`src/include/swc_pkg.sv`:
```
// constants shared by the switch channel control block
// assumes one 125 MHz core clock and an AXI4-Lite register master
package swc_pkg;
  localparam int NCH = 8;
  localparam int FRAME_BITS = 16;
  localparam int CLK_MHZ = 125;
  // fail-safe restart time in microseconds, figure of our own
  localparam int RESTART_US = 10000;
  localparam int RESTART_CYC = RESTART_US * CLK_MHZ;
  // serial frame layout: [15] write, [14:12] address, [7:0] data
  localparam int FR_WR_BIT = 15;
  localparam int FR_AD_HI = 14;
  localparam int FR_AD_LO = 12;
  // serial register addresses
  localparam logic [2:0] SA_CTRL = 3'h0;
  localparam logic [2:0] SA_MAP0 = 3'h1;
  localparam logic [2:0] SA_MAP1 = 3'h2;
  localparam logic [2:0] SA_OLEN = 3'h3;
  localparam logic [2:0] SA_OVL = 3'h4;
  localparam logic [2:0] SA_OTMP = 3'h5;
  localparam logic [2:0] SA_OSM = 3'h6;
  localparam logic [2:0] SA_INST = 3'h7;
  // reset values and fail-safe channel numbers
  localparam logic [7:0] MAP0_RST = 8'h04;
  localparam logic [7:0] MAP1_RST = 8'h08;
  localparam int FS_CH0 = 2;
  localparam int FS_CH1 = 3;
  // axi register byte addresses
  localparam logic [3:0] RA_IRQ_STAT = 4'h0;
  localparam logic [3:0] RA_IRQ_MASK = 4'h4;
  localparam logic [3:0] RA_STATUS = 4'h8;
  localparam logic [3:0] RA_FRAME = 4'hc;
  // interrupt status bits
  localparam int IB_FRAME = 0;
  localparam int IB_OVL = 1;
  localparam int IB_OTMP = 2;
  localparam int IB_OSM = 3;
  localparam int NIRQ = 4;
  localparam logic [1:0] RESP_OKAY = 2'h0;
  localparam logic [1:0] RESP_SLVERR = 2'h2;
endpackage

```
`src/core/swc_ctrl.sv`:
```
// switch channel control: serial link, mapping, latched protection
// assumes protection comparators and supply sense arrive on pins
//
// Local design decisions: the address map and the AXI4-Lite interface to the registers.
`timescale 1ns/10ps
module swc_ctrl
  import swc_pkg::*;
#(
  parameter int RESTART_CYCLES = RESTART_CYC
) (
  input wire logic core_clk_i,
  input wire logic rst_n_i,
  input wire logic [3:0] s_axi_awaddr,
  input wire logic s_axi_awvalid,
  output logic s_axi_awready,
  input wire logic [31:0] s_axi_wdata,
  input wire logic [3:0] s_axi_wstrb,
  input wire logic s_axi_wvalid,
  output logic s_axi_wready,
  output logic [1:0] s_axi_bresp,
  output logic s_axi_bvalid,
  input wire logic s_axi_bready,
  input wire logic [3:0] s_axi_araddr,
  input wire logic s_axi_arvalid,
  output logic s_axi_arready,
  output logic [31:0] s_axi_rdata,
  output logic [1:0] s_axi_rresp,
  output logic s_axi_rvalid,
  input wire logic s_axi_rready,
  input wire logic cs_n_i,
  input wire logic sclk_i,
  input wire logic si_i,
  output logic so_o,
  output logic so_oe_o,
  input wire logic direct_input_zero_i,
  input wire logic direct_input_one_i,
  input wire logic idle_i,
  input wire logic fail_safe_i,
  input wire logic vdd_ok_i,
  input wire logic [NCH-1:0] overload_trip_i,
  input wire logic [NCH-1:0] over_temp_i,
  input wire logic [NCH-1:0] off_state_mon_i,
  output logic [NCH-1:0] chan_on_o,
  output logic [NCH-1:0] open_load_test_current_o,
  output logic irq_o
);
  localparam int PIN_W = 9 + 3 * NCH;
  logic [PIN_W-1:0] pin_s;
  logic cs_n_s, sclk_s, si_s, in0_s, in1_s, idle_s, fs_s, vdd_s;
  logic [NCH-1:0] ovl_s, otmp_s, osm_s;
  logic frame_vld;
  logic [FRAME_BITS-1:0] frame;
  logic [FRAME_BITS-1:0] tx_q;
  logic [7:0] ctrl_q, map0_q, map1_q, olen_q;
  logic [7:0] ovl_q, otmp_q, off_state_monitor_flags_q;
  logic [2:0] rd_addr_q;
  logic [7:0] fr_data;
  logic [2:0] fr_addr;
  logic fr_wr;
  logic wr_ok;
  logic [7:0] want, drive, fs_in;
  logic [7:0] ovl_set, otmp_set, osm_set, clr_fault, pend, restart_clr;
  logic [31:0] rst_cnt_q;
  logic [FRAME_BITS-1:0] last_frame_q;
  logic [NIRQ-1:0] irq_stat_q, irq_mask_q, irq_ev;
  logic aw_have_q, w_have_q;
  logic [3:0] aw_addr_q;
  logic [31:0] w_data_q;
  logic [3:0] w_strb_q;
  logic do_wr;

  swc_sync #(
    .WIDTH(PIN_W)
  ) u_sync (
    .core_clk_i(core_clk_i),
    .rst_n_i(rst_n_i),
    .d_i({cs_n_i, sclk_i, si_i, direct_input_zero_i, direct_input_one_i,
          idle_i, fail_safe_i, vdd_ok_i, 1'b0, overload_trip_i,
          over_temp_i, off_state_mon_i}),
    .q_o(pin_s)
  );

  // chip select idles high: a reset-low sync stage reads as selected,
  // so the link also waits for the supply flag, which resets low
  assign cs_n_s = pin_s[PIN_W-1];
  assign sclk_s = pin_s[PIN_W-2];
  assign si_s = pin_s[PIN_W-3];
  assign in0_s = pin_s[PIN_W-4];
  assign in1_s = pin_s[PIN_W-5];
  assign idle_s = pin_s[PIN_W-6];
  assign fs_s = pin_s[PIN_W-7];
  assign vdd_s = pin_s[PIN_W-8];
  assign ovl_s = pin_s[3*NCH-1:2*NCH];
  assign otmp_s = pin_s[2*NCH-1:NCH];
  assign osm_s = pin_s[NCH-1:0];

  swc_spi_link u_link (
    .core_clk_i(core_clk_i),
    .rst_n_i(rst_n_i),
    .en_i(vdd_s),
    .cs_n_i(cs_n_s),
    .sclk_i(sclk_s),
    .si_i(si_s),
    .tx_i(tx_q),
    .so_o(so_o),
    .so_oe_o(so_oe_o),
    .frame_vld_o(frame_vld),
    .frame_o(frame)
  );

  assign fr_wr = frame[FR_WR_BIT];
  assign fr_addr = frame[FR_AD_HI:FR_AD_LO];
  assign fr_data = frame[7:0];
  assign wr_ok = frame_vld & fr_wr & vdd_s;

  // serial registers
  always_ff @(posedge core_clk_i or negedge rst_n_i) begin
    if (!rst_n_i) begin
      ctrl_q <= '0;
      map0_q <= MAP0_RST;
      map1_q <= MAP1_RST;
      olen_q <= '0;
    end else if (wr_ok) begin
      case (fr_addr)
        SA_CTRL: ctrl_q <= fr_data;
        SA_MAP0: map0_q <= fr_data;
        SA_MAP1: map1_q <= fr_data;
        SA_OLEN: olen_q <= fr_data;
        default: ;
      endcase
    end
  end

  assign clr_fault = (wr_ok && fr_addr == SA_OVL) ? fr_data : 8'h00;

  // answer word for the next frame: address and data of this request
  function automatic logic [7:0] sreg(input logic [2:0] a);
    case (a)
      SA_CTRL: sreg = ctrl_q;
      SA_MAP0: sreg = map0_q;
      SA_MAP1: sreg = map1_q;
      SA_OLEN: sreg = olen_q;
      SA_OVL: sreg = ovl_q;
      SA_OTMP: sreg = otmp_q;
      SA_OSM: sreg = off_state_monitor_flags_q;
      SA_INST: sreg = {4'h0, idle_s, fs_s, in1_s, in0_s};
      default: sreg = 8'h00;
    endcase
  endfunction

  always_ff @(posedge core_clk_i or negedge rst_n_i) begin
    if (!rst_n_i) begin
      rd_addr_q <= '0;
      tx_q <= '0;
    end else if (frame_vld) begin
      rd_addr_q <= fr_addr;
      tx_q <= {1'b0, fr_addr, 4'h0, sreg(fr_addr)};
    end
  end

  // channel demand before fault gating
  always_comb begin
    fs_in = 8'h00;
    fs_in[FS_CH0] = in0_s;
    fs_in[FS_CH1] = in1_s;
    if (idle_s) begin
      want = 8'h00;
    end else if (fs_s) begin
      want = fs_in;
    end else begin
      want = ctrl_q | (map0_q & {8{in0_s}}) | (map1_q & {8{in1_s}});
    end
  end

  assign drive = want & ~ovl_q & ~otmp_q;
  assign ovl_set = ovl_s & want;
  assign otmp_set = otmp_s;
  assign pend = ovl_q & fs_in & {8{fs_s & ~idle_s}};

  // one shared restart timer; it restarts whenever no channel waits
  always_ff @(posedge core_clk_i or negedge rst_n_i) begin
    if (!rst_n_i) begin
      rst_cnt_q <= '0;
    end else if (pend == 8'h00 || rst_cnt_q >= 32'(RESTART_CYCLES - 1)) begin
      rst_cnt_q <= '0;
    end else begin
      rst_cnt_q <= rst_cnt_q + 32'h1;
    end
  end

  assign restart_clr = (rst_cnt_q >= 32'(RESTART_CYCLES - 1)) ? pend : 8'h00;

  // fault latches: a new trip wins over a clear in the same cycle
  always_ff @(posedge core_clk_i or negedge rst_n_i) begin
    if (!rst_n_i) begin
      ovl_q <= '0;
    end else begin
      ovl_q <= (ovl_q & ~clr_fault & ~restart_clr) | ovl_set;
    end
  end

  always_ff @(posedge core_clk_i or negedge rst_n_i) begin
    if (!rst_n_i) begin
      otmp_q <= '0;
    end else begin
      otmp_q <= (otmp_q & ~clr_fault) | otmp_set;
    end
  end

  // off-state monitor flags clear when the host reads them
  assign osm_set = osm_s & olen_q & ~drive;
  always_ff @(posedge core_clk_i or negedge rst_n_i) begin
    if (!rst_n_i) begin
      off_state_monitor_flags_q <= '0;
    end else if (frame_vld && fr_addr == SA_OSM && !fr_wr) begin
      off_state_monitor_flags_q <= osm_set;
    end else begin
      off_state_monitor_flags_q <= off_state_monitor_flags_q | osm_set;
    end
  end

  always_ff @(posedge core_clk_i or negedge rst_n_i) begin
    if (!rst_n_i) begin
      chan_on_o <= '0;
      open_load_test_current_o <= '0;
    end else begin
      chan_on_o <= drive;
      open_load_test_current_o <= olen_q & ~drive;
    end
  end

  always_ff @(posedge core_clk_i or negedge rst_n_i) begin
    if (!rst_n_i) begin
      last_frame_q <= '0;
    end else if (frame_vld) begin
      last_frame_q <= frame;
    end
  end

  // interrupts
  assign irq_ev = {|(osm_set & ~off_state_monitor_flags_q),
                   |(otmp_set & ~otmp_q),
                   |(ovl_set & ~ovl_q),
                   frame_vld};

  // axi4-lite write: address and data taken in either order
  always_ff @(posedge core_clk_i or negedge rst_n_i) begin
    if (!rst_n_i) begin
      aw_have_q <= 1'b0;
      aw_addr_q <= '0;
      s_axi_awready <= 1'b0;
    end else begin
      if (s_axi_awvalid && s_axi_awready) begin
        aw_have_q <= 1'b1;
        aw_addr_q <= s_axi_awaddr;
        s_axi_awready <= 1'b0;
      end else if (do_wr) begin
        aw_have_q <= 1'b0;
      end else if (!aw_have_q && !s_axi_bvalid) begin
        s_axi_awready <= 1'b1;
      end
    end
  end

  always_ff @(posedge core_clk_i or negedge rst_n_i) begin
    if (!rst_n_i) begin
      w_have_q <= 1'b0;
      w_data_q <= '0;
      w_strb_q <= '0;
      s_axi_wready <= 1'b0;
    end else begin
      if (s_axi_wvalid && s_axi_wready) begin
        w_have_q <= 1'b1;
        w_data_q <= s_axi_wdata;
        w_strb_q <= s_axi_wstrb;
        s_axi_wready <= 1'b0;
      end else if (do_wr) begin
        w_have_q <= 1'b0;
      end else if (!w_have_q && !s_axi_bvalid) begin
        s_axi_wready <= 1'b1;
      end
    end
  end

  assign do_wr = aw_have_q & w_have_q & ~s_axi_bvalid;

  always_ff @(posedge core_clk_i or negedge rst_n_i) begin
    if (!rst_n_i) begin
      s_axi_bvalid <= 1'b0;
      s_axi_bresp <= RESP_OKAY;
    end else if (do_wr) begin
      s_axi_bvalid <= 1'b1;
      s_axi_bresp <= (aw_addr_q == RA_IRQ_STAT ||
                      aw_addr_q == RA_IRQ_MASK) ? RESP_OKAY : RESP_SLVERR;
    end else if (s_axi_bready) begin
      s_axi_bvalid <= 1'b0;
    end
  end

  // status: set wins over a write-one clear
  always_ff @(posedge core_clk_i or negedge rst_n_i) begin
    if (!rst_n_i) begin
      irq_stat_q <= '0;
    end else if (do_wr && aw_addr_q == RA_IRQ_STAT && w_strb_q[0]) begin
      irq_stat_q <= (irq_stat_q & ~w_data_q[NIRQ-1:0]) | irq_ev;
    end else begin
      irq_stat_q <= irq_stat_q | irq_ev;
    end
  end

  always_ff @(posedge core_clk_i or negedge rst_n_i) begin
    if (!rst_n_i) begin
      irq_mask_q <= '0;
    end else if (do_wr && aw_addr_q == RA_IRQ_MASK && w_strb_q[0]) begin
      irq_mask_q <= w_data_q[NIRQ-1:0];
    end
  end

  always_ff @(posedge core_clk_i or negedge rst_n_i) begin
    if (!rst_n_i) begin
      irq_o <= 1'b0;
    end else begin
      irq_o <= |(irq_stat_q & irq_mask_q);
    end
  end

  // axi4-lite read: one outstanding, answer one cycle after the address
  always_ff @(posedge core_clk_i or negedge rst_n_i) begin
    if (!rst_n_i) begin
      s_axi_arready <= 1'b0;
      s_axi_rvalid <= 1'b0;
      s_axi_rdata <= '0;
      s_axi_rresp <= RESP_OKAY;
    end else if (s_axi_arvalid && s_axi_arready) begin
      s_axi_arready <= 1'b0;
      s_axi_rvalid <= 1'b1;
      s_axi_rresp <= RESP_OKAY;
      case (s_axi_araddr)
        RA_IRQ_STAT: s_axi_rdata <= {28'h0, irq_stat_q};
        RA_IRQ_MASK: s_axi_rdata <= {28'h0, irq_mask_q};
        RA_STATUS: s_axi_rdata <= {off_state_monitor_flags_q, otmp_q,
                                   ovl_q, chan_on_o};
        RA_FRAME: s_axi_rdata <= {16'h0, last_frame_q};
        default: begin
          s_axi_rdata <= '0;
          s_axi_rresp <= RESP_SLVERR;
        end
      endcase
    end else if (s_axi_rvalid) begin
      if (s_axi_rready) begin
        s_axi_rvalid <= 1'b0;
      end
    end else begin
      s_axi_arready <= 1'b1;
    end
  end
endmodule // swc_ctrl

```
`src/core/swc_sync.sv`:
```
// two-flop synchroniser for a vector of unrelated levels
// assumes inputs come from pins outside the core clock domain
`timescale 1ns/10ps
module swc_sync #(
  parameter int WIDTH = 1
) (
  input wire logic core_clk_i,
  input wire logic rst_n_i,
  input wire logic [WIDTH-1:0] d_i,
  output logic [WIDTH-1:0] q_o
);
  logic [WIDTH-1:0] meta_q;

  always_ff @(posedge core_clk_i or negedge rst_n_i) begin
    if (!rst_n_i) begin
      meta_q <= '0;
      q_o <= '0;
    end else begin
      meta_q <= d_i;
      q_o <= meta_q;
    end
  end
endmodule // swc_sync

```
`src/core/swc_spi_link.sv`:
```
// serial link shifter: mode 0, msb first, 16-bit frames
// assumes sclk, si and cs_n already synchronised to the core clock
`timescale 1ns/10ps
module swc_spi_link
  import swc_pkg::*;
(
  input wire logic core_clk_i,
  input wire logic rst_n_i,
  input wire logic en_i,
  input wire logic cs_n_i,
  input wire logic sclk_i,
  input wire logic si_i,
  input wire logic [FRAME_BITS-1:0] tx_i,
  output logic so_o,
  output logic so_oe_o,
  output logic frame_vld_o,
  output logic [FRAME_BITS-1:0] frame_o
);
  logic sclk_q;
  logic cs_n_q;
  logic [FRAME_BITS-1:0] sh_q;
  logic [5:0] cnt_q;
  logic rise;
  logic fall;
  logic cs_fall;
  logic cs_rise;

  assign rise = sclk_i & ~sclk_q;
  assign fall = ~sclk_i & sclk_q;
  assign cs_fall = ~cs_n_i & cs_n_q;
  assign cs_rise = cs_n_i & ~cs_n_q;

  always_ff @(posedge core_clk_i or negedge rst_n_i) begin
    if (!rst_n_i) begin
      sclk_q <= 1'b0;
      cs_n_q <= 1'b1;
    end else begin
      sclk_q <= sclk_i;
      cs_n_q <= cs_n_i;
    end
  end

  // the word shifts straight through, so longer chains pass bits on
  always_ff @(posedge core_clk_i or negedge rst_n_i) begin
    if (!rst_n_i) begin
      sh_q <= '0;
      cnt_q <= '0;
    end else if (en_i && cs_fall) begin
      sh_q <= tx_i;
      cnt_q <= '0;
    end else if (en_i && !cs_n_i && rise) begin
      sh_q <= {sh_q[FRAME_BITS-2:0], si_i};
      if (cnt_q != 6'h3f) begin
        cnt_q <= cnt_q + 6'h01;
      end
    end
  end

  always_ff @(posedge core_clk_i or negedge rst_n_i) begin
    if (!rst_n_i) begin
      so_o <= 1'b0;
    end else if (cs_fall) begin
      so_o <= tx_i[FRAME_BITS-1];
    end else if (!cs_n_i && fall) begin
      so_o <= sh_q[FRAME_BITS-1];
    end
  end

  always_ff @(posedge core_clk_i or negedge rst_n_i) begin
    if (!rst_n_i) begin
      so_oe_o <= 1'b0;
    end else begin
      so_oe_o <= en_i & ~cs_n_i;
    end
  end

  // only a whole 16-bit frame is taken; other lengths are dropped
  always_ff @(posedge core_clk_i or negedge rst_n_i) begin
    if (!rst_n_i) begin
      frame_vld_o <= 1'b0;
      frame_o <= '0;
    end else begin
      frame_vld_o <= en_i & cs_rise & (cnt_q == 6'(FRAME_BITS));
      if (en_i && cs_rise) begin
        frame_o <= sh_q;
      end
    end
  end
endmodule // swc_spi_link

```
`config.mk`:
```
export PLATFORM = sky130hd
export DESIGN_NAME = swc_ctrl
export DESIGN_NICKNAME = d
export VERILOG_FILES = /design/src/include/swc_pkg.sv /design/src/core/swc_ctrl.sv /design/src/core/swc_sync.sv /design/src/core/swc_spi_link.sv
export SDC_FILE = /design/constraint.sdc
export NUM_CORES = 1
export LEC_CHECK = 0
export BUFFER_PORTS_ARGS = -buffer_cell sky130_fd_sc_hd__buf_4
export CORE_ASPECT_RATIO = 1.4
export CORE_UTILIZATION = 25
export CTS_CLUSTER_DIAMETER = 40
export DETAILED_ROUTE_END_ITERATION = 12
export PLACE_DENSITY_LB_ADDON = 0.08
export SKIP_CTS_REPAIR_TIMING = 1
export SYNTH_ARGS = -nofsm -noshare
export SYNTH_HDL_FRONTEND = slang
export SYNTH_SLANG_ARGS = --single-unit
```
`constraint.sdc`:
```
create_clock -name core_clk_i -period 2.9 [get_ports core_clk_i]
set_clock_uncertainty 0.2 [all_clocks]
set_input_delay 0.58 -clock core_clk_i [delete_from_list [all_inputs] [get_ports core_clk_i]]
set_output_delay 0.58 -clock core_clk_i [all_outputs]
set_load 0.05 [all_outputs]
```
After elaboration in Yosys (flattened, before gate mapping)
Cells that the tools add are included.

storage, ports and cells
  flip-flop bits (word level) = 299
  output and inout port bits = 60
  logic and storage cells = 189

operators by class
  add/subtract/negate cells = 2
  magnitude comparators = 1
  equal/unequal tests = 16
  muxes and demuxes = 34
  bitwise logic cells = 50
  reductions and logical operators = 48

operators with widths
  kind                   count
  $pmux 32 s4            1
  $and 8x8->8            15
  $pmux 8 s8             1
  $not 8->8              6
  $mux 8                 5
  $or 8x8->8             5
  $add 32x1->32 const B  1
  $ge 32x21->1 const B   1
  $mux 16                2
  $mux 32                1
  $reduce_or 8->1        3
  $mux 1                 18
  $mux 6                 3
  $logic_and 1x1->1      17
  $reduce_bool 2->1      8
  $reduce_and 2->1       7
  $and 1x1->1            12
  $eq 3x3->1 const B     4
  $and 4x4->4            2
  $and 8x4->8            1
  $eq 4x3->1 const B     2
  $eq 4x4->1 const B     2
  $logic_not 4->1        2
  $logic_not 8->1        1
  15 further kinds       31

Depth between registers and ports, before layout
  depth in word-level cells = 13
  depth in mapped cells = 7
  gate-level depth less buffers = 6

Hierarchy
Synthesis repeated with hierarchy kept, for this count alone.

unflattened totals
  cells, all modules = 938
  area, all modules = 11692.5 µm²

by module, submodules not included
  module        instances  cells each  area an instance (µm²)
  swc_ctrl      1          721         8174.1
  swc_spi_link  1          151         1866.8
  swc_sync      1          66          1651.6

Worst setup path before layout
No wires, ideal clock.

  kind = register -> register
  from = register s_axi_bvalid
  to = register irq_stat_q[3]
  setup time = 135 ps
  arrival time = 1696 ps
  required time = 2565 ps
  slack = 869 ps
  cell stages (with the launch flop) = 6
  path buffers = 0
  cells stage by stage = dfrtp_1 > nand3b_1 > nor4_4 > nand2_1 > a2111oi_2 > nand4_1

on the way
  cells in the longest elaborated chain, start to end = 5

RTL lines
  what                            RTL line         source
  from (decl)                     swc_ctrl.sv:21   output logic s_axi_bvalid,
  from (signal assigned)          swc_ctrl.sv:289  s_axi_bvalid <= 1'b0;
  from (signal assigned)          swc_ctrl.sv:292  s_axi_bvalid <= 1'b1;
  from (signal assigned)          swc_ctrl.sv:296  s_axi_bvalid <= 1'b0;
  $not 1->1                       swc_ctrl.sv:285  assign do_wr = aw_have_q & w_have_q & ~s_axi_bvalid;
  $and 1x1->1                     swc_ctrl.sv:285
  $logic_and 1x1->1 (2 in a row)  swc_ctrl.sv:304  end else if (do_wr && aw_addr_q == RA_IRQ_STAT && w_strb_q[0]) begin
  $mux 4                          swc_ctrl.sv:304
  to (signal assigned)            swc_ctrl.sv:305  irq_stat_q <= (irq_stat_q & ~w_data_q[NIRQ-1:0]) | irq_ev;
  to (signal assigned)            swc_ctrl.sv:307  irq_stat_q <= irq_stat_q | irq_ev;
  to (decl)                       swc_ctrl.sv:65   logic [NIRQ-1:0] irq_stat_q, irq_mask_q, irq_ev;

Every way passes these cells.
A chain may end at the register's enable or synchronous reset.

Final worst setup path
  from = register u_sync.q_o[28]
  to = register irq_stat_q[3]

on the way
  cells in the longest elaborated chain, start to end = 12
  elaborated cells between the ends (all ways) = 13

RTL lines
  what                           RTL line                          source
  from (decl)                    swc_sync.sv:10                    output logic [WIDTH-1:0] q_o
  from (signal assigned)         swc_sync.sv:20                    q_o <= meta_q;
  $and 8x8->8 *                  swc_ctrl.sv:171                   want = ctrl_q | (map0_q & {8{in0_s}}) | (map1_q & {8{in1_s}});
  $or 8x8->8 *                   swc_ctrl.sv:171
  $mux 8 *                       swc_ctrl.sv:168                   end else if (fs_s) begin
  $mux 8 *                       swc_ctrl.sv:166                   if (idle_s) begin
  $and 8x8->8 * (2 in a row)     swc_ctrl.sv:175                   assign drive = want & ~ovl_q & ~otmp_q;
  net drive[7]                   swc_ctrl.sv:61                    logic [7:0] want, drive, fs_in;
  $not 8->8 *                    swc_ctrl.sv:211                   assign osm_set = osm_s & olen_q & ~drive;
  $and 8x8->8 *                  swc_ctrl.sv:211
  $and 8x8->8 *                  swc_ctrl.sv:241                   assign irq_ev = {|(osm_set & ~off_state_monitor_flags_q),
  $reduce_or 8->1 *              swc_ctrl.sv:241
  $or 4x4->4 (on tied branches)  swc_ctrl.sv:307, swc_ctrl.sv:305
  $mux 4 *                       swc_ctrl.sv:304

Mark *: on every way through the listed nets, which the timed path passes. The rest lies on a longest branch.

==> impl_metrics.toml <==
[sta]
hold_viol_final = 0
worst_pin_slew_ns = 0.704
tns_ns = 0
min_period_over_period = 0.811
setup_viol = 0
maxSlewViolCount = 0
rsz0062_at_grt = "false"
period_needed_ns = 2.35
max_freq_ghz = 0.425
layout_setup_ws_ns = 0.548
relSlewSlack = 0.531

[cells_and_area]
multi_input_area_um2 = 4050
fill_cells = 4631
regArea_um2 = 7360
fin_cells = 1795
layout.nets = 1227
areaGrowthSynthToFinish_pct = 31.7
final_core_util = 0.334
final_layout_size_suffix_gt1_frac = 0.281
postLayoutCellArea_um2 = 15400
layout_commonest_cell = "dfrtp_1"
layout_common_cells = "dfrtp_1, buf_4, nand2_1"
n_antenna_cell = 0

[worst_setup_path]
crit_path_max_fanout = 10
arrival_ns = 2.64
crit_slowest_cell = "a221oi_1"
cp_data_required_time_ns = 3.19
cp-start-kind = "flop"
path_cells = "a221oi_1 > nor4_2 > nor3_1 > nor3_1 > buf_4 > nand4_1"
cp-end-kind = "flop"
crit_type = "flop to flop"
max_stage_delay_ns = 0.66
timing.critical_path.mode_cell = "nor3_1"

[floorplanning]
initial_core_util = 0.254
die-area_um2 = 47500
row_count = 93
die_y_um = 258
num_io_pins = 143
die_x_um = 185
core_um2 = 46000

[place]
dpl.hpwl_um = 23200
dp.cells = 1678
placed_cell_area_um2 = 13400
dp_slack_ns = 0.469
gp_congestion = 0.800
io_buffers = 109

[global_routing]
use_met1 = 0.168
grt.met2_usage = 0.252
grt_pass1_vias = 8178
grt_overflow = 0
grt_pass1_wl_um = 50400
antenna_found_initial = 0
busiest_layer = "met2"
grt_max_degree = 56
grt_usage = 0.140
met3_usage = 0.0226

[cts]
clock-sinks = 294
cts_root_buffer = "clkbuf_16"
tritoncts = "yes"
clock_path_buffers = 3
cts_buffers = 45
htreeDepth = 2
clock_latency_ns = 0.56
cts.reportedPaths.clkPinSlew_ns = 0.06

[drt]
vias = 7785
ant_nets = 0
wl_per_cell_um = 18.0
wl_um = 32300
drcViolationCount = 0
drtIter0Drc = 347
dr.pass1.iters = 4
avgViaCountPerCell = 4.34

[run_status]
status = "finished, final reports clean"

[power]
p_leak_nw = 6.85
irDropWorstVdd_mv = 0.390
clkPwrFrac = 0.500
seqPwrFrac = 0.410
power.density_nw_per_um2 = 732
power_frac_comb = 0.090
power.internal_mw = 8.24
swShare = 0.267
p_sw_mw = 3.00

[synthesis]
synth_edf_count = 0
netlist_area_um2 = 11700
async_flop_share = 1.00
ys_types = 68
yosysSeqAreaShare = 0.631
synthCells = 946
yosys_warnings = 0
synthFlopType = "dfrtp_1"
ys_ff_latch = 294
avgSynthCellArea_um2 = 12.3

[flow_run]
drv_cap = 0

[worst_hold_path]
hold_class = "primary input to flop"
## worst max-delay path, delay by kind of cell, from the launching register on
family | cells | cell delay [ns]
buffers and inverters | 1 | 0.15
AO/OA/AOI/OAI | 1 | 0.66
AND/OR/NAND/NOR | 4 | 0.72
flip-flops | 1 | 0.56
## layer usage
layer | part of all wire | vias to the layer above
met3 | 0.037 | 44
met1 | 0.42 | 3861
met2 | 0.53 | 169
met5 | 0 | -
met4 | 0.019 | 0
li1 | - | 3711
## sequential cells by signal, indices dropped and copies added (netlist names), 4 cells and up
signal / flops
rst_cnt_q: 32
s_axi_rdata: 32
u_sync.meta_q: 32
u_sync.q_o: 32
last_frame_q: 16
u_link.frame_o: 16
u_link.sh_q: 16
chan_on_o: 8
ctrl_q: 8
map0_q: 8
map1_q: 8
off_state_monitor_flags_q: 8
olen_q: 8
open_load_test_current_o: 8
otmp_q: 8
ovl_q: 8
tx_q: 8
u_link.cnt_q: 6
aw_addr_q: 4
irq_mask_q: 4
irq_stat_q: 4
w_data_q: 4
## metrics by stage
| stage | hold WS (ns) | power, mW |
|---|---|---|
| global route | 0.000659 | 11.7 |
| CTS | -0.234 | 11.4 |
| floorplan | 0.0844 | 5.21 |
| global placement | 0.133 | 5.68 |
| detailed placement | 0.135 | 5.69 |
| finish | 0.00411 | 11.2 |
## power by group through the flow
| stage | registers, mW | logic, mW | clock network [mW] |
|---|---|---|---|
| 3_5_place_dp | 4.69 | 1.00 | 0 |
| 6_report | 4.61 | 1.01 | 5.62 |
| 2_1_floorplan | 4.81 | 0.394 | 0 |
| 5_1_grt | 4.65 | 1.11 | 5.97 |
| 3_3_place_gp | 4.69 | 0.997 | 0 |
| 4_1_cts | 4.62 | 1.01 | 5.80 |
## synthesized netlist by cell type, drive strengths merged (2+ instances only)
library cell / n / share of area
nor2b: 14 / 0.0075
mux2: 80 / 0.077
nor3: 21 / 0.011
and2: 5 / 0.0027
a211oi: 4 / 0.0030
nand4: 6 / 0.0038
o2bb2ai: 2 / 0.0015
a21oi: 13 / 0.0056
nand3b: 4 / 0.0026
o21ai: 65 / 0.028
a2bb2oi: 2 / 0.0015
inv: 32 / 0.010
nor4: 11 / 0.013
nor2: 56 / 0.019
o211ai: 3 / 0.0019
and4: 3 / 0.0023
a221oi: 13 / 0.010
a21boi: 2 / 0.0013
xor2: 5 / 0.0038
a22o: 13 / 0.0098
and3: 6 / 0.0032
buf: 17 / 0.0086
mux2i: 19 / 0.016
ha: 3 / 0.0032
nand3: 17 / 0.0077
mux4: 5 / 0.0097
dfrtp: 291 / 0.62
a32o: 2 / 0.0017
a22oi: 19 / 0.012
a21o: 5 / 0.0032
nand2b: 6 / 0.0032
o21a: 3 / 0.0019
or3: 3 / 0.0020
o221ai: 5 / 0.0038
nand2: 132 / 0.043
clkbuf: 19 / 0.0061
o22ai: 6 / 0.0032
dfstp: 3 / 0.0068
nand4b: 2 / 0.0015
xnor2: 18 / 0.014
## worst paths after layout
path | end | cells after the start | from | slack, ns
max reg2reg | irq_stat_q[3]$_DFF_PN0_ | 6 | u_sync.q_o[28]$_DFF_PN0_ | 0.55
max in group asynchronous | u_sync.meta_q[22]$_DFF_PN0_ | 3 | rst_n_i | 1.44
max | irq_stat_q[3]$_DFF_PN0_ | 6 | u_sync.q_o[28]$_DFF_PN0_ | 0.55
min reg2reg | u_sync.q_o[16]$_DFF_PN0_ | 0 | u_sync.meta_q[16]$_DFF_PN0_ | 0.14
min in group asynchronous | aw_addr_q[1]$_DFFE_PN0P_ | 2 | rst_n_i | 0.36
min | s_axi_bvalid$_DFFE_PN0P_ | 2 | s_axi_bready | 0.004
## final cells by class
class                           instances  area share
Inverter                               32     0.00782
Tap cell                              617      0.0503
Sequential cell                       294       0.479
Timing Repair Buffer                  172      0.0949
Clock buffer                           50      0.0772
Multi-Input combinational cell        596       0.264
Clock inverter                         34      0.0265
## cell families after synthesis
kind of cell	share of synthesized area
compound gates	0.0934
flops	0.631
simple gates	0.126
other cells	0.000322
fa+ha+maj	0.00322
buf+inv	0.0250
xor+xnor	0.0173
mux	0.103
Note: power is estimated with default switching activity, not from simulation.
